==> src/rmsm_pkg.sv <==
package rmsm_pkg;

    // Register offsets (page address)
    localparam logic [6:0] RMSM_ADDR_REF_FAIL_STATUS = 7'h02;
    localparam logic [6:0] RMSM_ADDR_LOOP_STATUS     = 7'h03;
    localparam logic [6:0] RMSM_ADDR_MON_FLAGS       = 7'h05;
    localparam logic [6:0] RMSM_ADDR_REF_IRQ_EN      = 7'h09;
    localparam logic [6:0] RMSM_ADDR_LOOP_IRQ_EN     = 7'h0A;
    localparam logic [6:0] RMSM_ADDR_MON_EN          = 7'h0C;
    localparam logic [6:0] RMSM_ADDR_DET_FREQ        = 7'h10;

    // Field positions
    localparam int RMSM_BIT_SCM    = 0;
    localparam int RMSM_BIT_CFM    = 1;
    localparam int RMSM_BIT_PFM    = 3;
    localparam int RMSM_BIT_LOCKED = 0;
    localparam int RMSM_BIT_LOST   = 1;
    localparam int RMSM_BIT_HOLD   = 2;

    // Reset values and the highest valid frequency code
    localparam logic [7:0] RMSM_RST_REF_IRQ_EN  = 8'h00;
    localparam logic [2:0] RMSM_RST_LOOP_IRQ_EN = 3'h0;
    localparam logic [7:0] RMSM_RST_MON_EN      = 8'hFF;
    localparam logic [3:0] RMSM_FREQ_UNKNOWN    = 4'hF;
    localparam logic [3:0] RMSM_FREQ_MAX_CODE   = 4'hA;

    // Monitor flag bits that can raise reference failure, bit 2 reserved
    localparam logic [3:0] RMSM_MON_FLAG_MASK   = 4'hB;

    // Register access from the host port
    typedef struct packed {
        logic       rd;
        logic       wr;
        logic [6:0] addr;
        logic [7:0] wdata;
    } rmsm_req_t;

    // Monitor and loop events, one-cycle pulses
    typedef struct packed {
        logic scm_fail;
        logic cfm_fail;
        logic pfm_fail;
        logic locked;
        logic lost_lock;
        logic holdover;
    } rmsm_evt_t;

endpackage

==> src/rmsm_regs.sv <==
`timescale 1ns/1ps
`default_nettype none
module rmsm_regs
    import rmsm_pkg::*;
(
    // Clock and reset
    input  wire logic       mclk_in,
    input  wire logic       resetn_in,
    // Register access
    input  wire rmsm_req_t  req_in,
    output logic [7:0]      rdata_out,
    // Monitor and loop events
    input  wire rmsm_evt_t  evt_in,
    input  wire logic       freq_valid_in,
    input  wire logic [3:0] freq_code_in,
    // Indications
    output logic            ref_fail_out,
    output logic            irq_out,
    output logic [7:0]      mon_enable_out
);

    logic [7:0] ref_irq_en;
    logic [2:0] loop_irq_en;
    logic [7:0] mon_en;
    logic [3:0] mon_flags;
    logic [2:0] loop_flags;
    logic [3:0] det_freq;
    logic [7:0] next_ref_irq_en;
    logic [2:0] next_loop_irq_en;
    logic [7:0] next_mon_en;
    logic [3:0] next_mon_flags;
    logic [2:0] next_loop_flags;
    logic [3:0] next_det_freq;
    logic [7:0] next_rdata;
    logic       next_ref_fail;
    logic       next_irq;
    logic [3:0] mon_evt;
    logic [2:0] loop_evt;

    // Address decode shared by the enable and sticky flag groups
    function automatic logic wr_hit(input rmsm_req_t r, input logic [6:0] a);
        wr_hit = r.wr && (r.addr == a);
    endfunction

    function automatic logic rd_hit(input rmsm_req_t r, input logic [6:0] a);
        rd_hit = r.rd && (r.addr == a);
    endfunction

    // Event pulses in register bit order
    always_comb
    begin
        mon_evt = 4'h0;
        mon_evt[RMSM_BIT_SCM] = evt_in.scm_fail;
        mon_evt[RMSM_BIT_CFM] = evt_in.cfm_fail;
        mon_evt[RMSM_BIT_PFM] = evt_in.pfm_fail;
        loop_evt = 3'h0;
        loop_evt[RMSM_BIT_LOCKED] = evt_in.locked;
        loop_evt[RMSM_BIT_LOST]   = evt_in.lost_lock;
        loop_evt[RMSM_BIT_HOLD]   = evt_in.holdover;
    end

    // Enables: only software writes them
    always_comb
    begin
        next_ref_irq_en  = ref_irq_en;
        next_loop_irq_en = loop_irq_en;
        next_mon_en      = mon_en;
        if (wr_hit(req_in, RMSM_ADDR_REF_IRQ_EN))
            next_ref_irq_en = req_in.wdata;
        if (wr_hit(req_in, RMSM_ADDR_LOOP_IRQ_EN))
            next_loop_irq_en = req_in.wdata[2:0];
        if (wr_hit(req_in, RMSM_ADDR_MON_EN))
            next_mon_en = req_in.wdata;
    end

    always_ff @(posedge mclk_in)
    begin
        if (!resetn_in)
        begin
            ref_irq_en     <= RMSM_RST_REF_IRQ_EN;
            loop_irq_en    <= RMSM_RST_LOOP_IRQ_EN;
            mon_en         <= RMSM_RST_MON_EN;
            mon_enable_out <= RMSM_RST_MON_EN;
        end
        else
        begin
            ref_irq_en     <= next_ref_irq_en;
            loop_irq_en    <= next_loop_irq_en;
            mon_en         <= next_mon_en;
            mon_enable_out <= next_mon_en;
        end
    end

    // Sticky flags: read clears, but a same-cycle event wins
    // so a failure arriving during the read is never lost
    always_comb
    begin
        next_mon_flags = mon_flags;
        if (rd_hit(req_in, RMSM_ADDR_MON_FLAGS))
            next_mon_flags = 4'h0;
        next_mon_flags = next_mon_flags | mon_evt;
        next_loop_flags = loop_flags;
        if (rd_hit(req_in, RMSM_ADDR_LOOP_STATUS))
            next_loop_flags = 3'h0;
        next_loop_flags = next_loop_flags | loop_evt;
    end

    always_ff @(posedge mclk_in)
    begin
        if (!resetn_in)
        begin
            mon_flags  <= 4'h0;
            loop_flags <= 3'h0;
        end
        else
        begin
            mon_flags  <= next_mon_flags;
            loop_flags <= next_loop_flags;
        end
    end

    // Out-of-range codes are not trusted, last good code kept
    always_comb
    begin
        next_det_freq = det_freq;
        if (freq_valid_in && (freq_code_in <= RMSM_FREQ_MAX_CODE))
            next_det_freq = freq_code_in;
        else if (!freq_valid_in)
            next_det_freq = RMSM_FREQ_UNKNOWN;
    end

    always_ff @(posedge mclk_in)
    begin
        if (!resetn_in)
            det_freq <= RMSM_FREQ_UNKNOWN;
        else
            det_freq <= next_det_freq;
    end

    // Failure from sticky flags gated by monitor enables
    // Derived from sticky flags, so it stays until the flags are read or their monitor enables are written to zero
    always_comb
    begin
        next_ref_fail = |(next_mon_flags & mon_en[3:0] & RMSM_MON_FLAG_MASK);
        next_irq = (next_ref_fail & ref_irq_en[0])
                 | (|(next_loop_flags & loop_irq_en));
    end

    always_ff @(posedge mclk_in)
    begin
        if (!resetn_in)
        begin
            ref_fail_out <= 1'b0;
            irq_out      <= 1'b0;
        end
        else
        begin
            ref_fail_out <= next_ref_fail;
            irq_out      <= next_irq;
        end
    end

    // Read data holds between reads
    always_comb
    begin
        next_rdata = 8'h00;
        case (req_in.addr)
            RMSM_ADDR_REF_FAIL_STATUS: next_rdata = {7'h00, ref_fail_out};
            RMSM_ADDR_LOOP_STATUS:     next_rdata = {5'h00, loop_flags};
            RMSM_ADDR_MON_FLAGS:       next_rdata = {4'h0, mon_flags};
            RMSM_ADDR_REF_IRQ_EN:      next_rdata = ref_irq_en;
            RMSM_ADDR_LOOP_IRQ_EN:     next_rdata = {5'h00, loop_irq_en};
            RMSM_ADDR_MON_EN:          next_rdata = mon_en;
            RMSM_ADDR_DET_FREQ:        next_rdata = {4'h0, det_freq};
            default:                   next_rdata = 8'h00;
        endcase
        if (!req_in.rd)
            next_rdata = rdata_out;
    end

    always_ff @(posedge mclk_in)
    begin
        if (!resetn_in)
            rdata_out <= 8'h00;
        else
            rdata_out <= next_rdata;
    end

endmodule
`default_nettype wire

==> config.mk <==
export PLATFORM = sky130hd
export DESIGN_NAME = rmsm_regs
export DESIGN_NICKNAME = d
export VERILOG_FILES = /design/src/rmsm_pkg.sv /design/src/rmsm_regs.sv
export SDC_FILE = /design/constraint.sdc
export NUM_CORES = 1
export LEC_CHECK = 0
export ABC_CLOCK_PERIOD_IN_PS = 2150
export BUFFER_PORTS_ARGS = -buffer_cell sky130_fd_sc_hd__buf_2
export CAP_MARGIN = 20
export CORE_ASPECT_RATIO = 0.75
export CORE_MARGIN = 2
export CORE_UTILIZATION = 52
export DETAILED_ROUTE_END_ITERATION = 7
export GPL_TIMING_DRIVEN = 1
export PLACE_DENSITY = 0.87
export SLEW_MARGIN = 20
export SYNTH_ARGS = -nofsm -noshare
export SYNTH_HDL_FRONTEND = slang
export SYNTH_SLANG_ARGS = --single-unit
export TNS_END_PERCENT = 10
==> constraint.sdc <==
create_clock -name mclk_in -period 2.15 [get_ports mclk_in]
set_input_delay 0.43 -clock mclk_in [delete_from_list [all_inputs] [get_ports mclk_in]]
set_output_delay 0.43 -clock mclk_in [all_outputs]
set_load 0.01 [all_outputs]
==> results.toml <==
[status]
status = "finished, final reports clean"

[grt]
grt_pass1_vias = 1733
busiest_layer = "met2"
grt.met2_usage_pct = 36.7
overflow = 0
use_met1_pct = 35.8
grt_pass1_wl_um = 8130
grt_usage_pct = 25.6
grtUsageMet3_pct = 6.10
grt_max_degree = 22
antenna_found_initial = 0

[finish]
layout-drive-gt1-share_pct = 26.6
area_growth_pct = 23.9
final_cells = 317
fin_nets = 296
diodes = 0

[die]
start_util_pct = 55.8
die_area_um2 = 4150
rows = 18
num_io_pins = 48
fp.coreArea_um2 = 3400
die_w_um = 73.8
die_h_um = 56.3

[worst_setup_path]
crit_required_ps = 2340
crit_fanout = 12
arrival_ps = 2040
crit_path_start_kind = "input port"
cp-end-kind = "register"
r2r_start = "mon_en[3]"
startpoint = "req_in[8]"
crit_type = "input port to register"

[clock_tree]
insertion_delay_ps = 310
cts.clk_slew.worst_paths_ps = 80
cts.sinks = 40
clockBufferDepth = 2
cts_hold_buf = 0
clockRootBuffer = "clkbuf_8"
post_cts_resized = 0
cts_tree = "yes"
cts_made_buffers = 5
cts_setup_buffers = 0
cts_htree_levels = 2

[synthesis]
async_reset_ff_share_pct = 0
synth_most_common_cell = "dfxtp_1"
syn-cell-area_um2 = 1900
synth_edf_count = 0
yosys-top-cells-area = "dfxtp_1 42%, mux2i_1 5.8%, a22o_1 5.5%"
synth_top_cell_area_share_pct = 42.2
syn_nets = 244
syn_avg_cell_area_um2 = 8.87
ys_types = 39
synth_commonest_cells = "40 x dfxtp_1, 19 x nand2_1, 17 x a21oi_1"
synth_seq_cells = 40
synthCells = 214
ys_seq_area_share_pct = 42.2
synthFlopType = "dfxtp_1"
synth_warnings = 0
synth_top_cell_by_area = "dfxtp_1"

[timing]
period_needed_ps = 1850
slew_violations = 0
fin_crit_sh_pct = 85.9
hold_viol_final = 0
finClkSkew_ps = 2.86
setup_viol = 0
rsz0062_at_grt = "no"
slew_headroom_pct = 62.8
max_freq_mhz = 541
worst_pin_slew_ps = 556

[drt]
vias_per_cell = 5.94
drt_iter0_markers = 194
ant_nets = 0
drt-wirelength-per-cell_um = 16.3
drc_errors = 0
wl_um = 5160
firstDrtPassIters = 6
via_count = 1884

[placed_design]
dp.cells = 309
gp_congestion = 0.892
dpl.hpwl_um = 3670
io_buffers = 47

[power]
power.leakage_nw = 1.02
powerDensity_nw_per_um2 = 672
power_w = 0.00158
vdd_drop_max_mv = 0.497

[run]
cap_viol_max_count = 0

[min_path]
hp-start = "req_in[5]"
min_path_type = "input port to register"
==> area by class of cell <==
class,count,area (um2)
Clock buffer,6,82.6
Clock inverter,2,38.8
Fill cell,267,1050
Inverter,4,15.0
Multi-Input combinational cell,156,1030
Sequential cell,40,801
Tap cell,50,62.6
Timing Repair Buffer,59,325
==> worst max-delay path, cell delays in order <==
cell and delay, ps:
buf_2 110, buf_4 160, nor4_1 450, buf_4 210, nand4_2 330, mux2i_1 270
nand2_1 80
==> logic make-up after synthesis <==
logic type                Yosys count  synth area share [%]
DFF                                40                  42.2
AOI/OAI and AO/OA                  53                  19.8
muxes                              11                  5.80
and+or+nand+nor                    91                  28.0
buffers and inverters              18                  3.76
xor gates and xnor gates            1                 0.462
==> placed cells by master, fill, tap and decap left out, types with 2 or more instances in the layout <==
cell type,netlist,routed
nor4bb_1,4,4
o21ai_0,5,5
dfxtp_1,40,40
buf_4,0,12
a222oi_1,4,4
a211o_1,5,5
nand4_1,13,13
nand3_1,10,10
nor2b_1,4,4
nand3b_1,10,10
a21boi_0,3,3
a21oi_1,17,17
a22o_1,12,12
nor2_1,15,15
nand2_1,19,19
and3_1,2,2
nor3b_1,3,3
clkbuf_8,0,6
buf_2,3,47
mux2i_1,11,11
inv_1,4,4
==> per-stage QoR <==
stage / utilization, % / worst slack [ps] / hold WS, ps / area, um2 / setup TNS [ps]
CTS: 69.1 / 302 / 339 / 2350 / 0
global route: 69.1 / 161 / 369 / 2350 / 0
detailed placement: 65.6 / -5.68 / 447 / 2230 / -8.52
floorplan: - / 219 / 436 / 1900 / 0
finish: 69.1 / 303 / 343 / 2350 / 0
global placement: 65.6 / 103 / 444 / 2230 / 0
==> state kept, by name (all words and copies together) (netlist names) <==
name          cells
loop_irq_en       3
rdata_out         8
ref_irq_en        8
mon_flags         4
mon_en            8
loop_flags        3
ref_fail_out      1
det_freq          4
irq_out           1
==> power breakdown <==
group / switching (W) / total (W) / internal, W
registers: 0.0000103 / 0.000764 / 0.000754
logic: 0.0000870 / 0.000148 / 0.0000606
clock network: 0.000290 / 0.000669 / 0.000380
total: 0.000387 / 0.00158 / 0.00119
==> worst paths after layout <==
check / depth (start not counted) / slack (ps) / end
max: 7 / 300 / mon_en[4]
min: 3 / 340 / mon_en[5]
max reg2reg: 4 / 890 / irq_out
min reg2reg: 2 / 460 / ref_irq_en[7]
==> layer usage <==
layer  vias up  share of wire [%]
li1        913                  -
met1       874                 46
met5         -                  0
met2        82                 44
met3        15                7.0
met4         0                2.3
No activity file was read; power rests on OpenSTA's default activity.
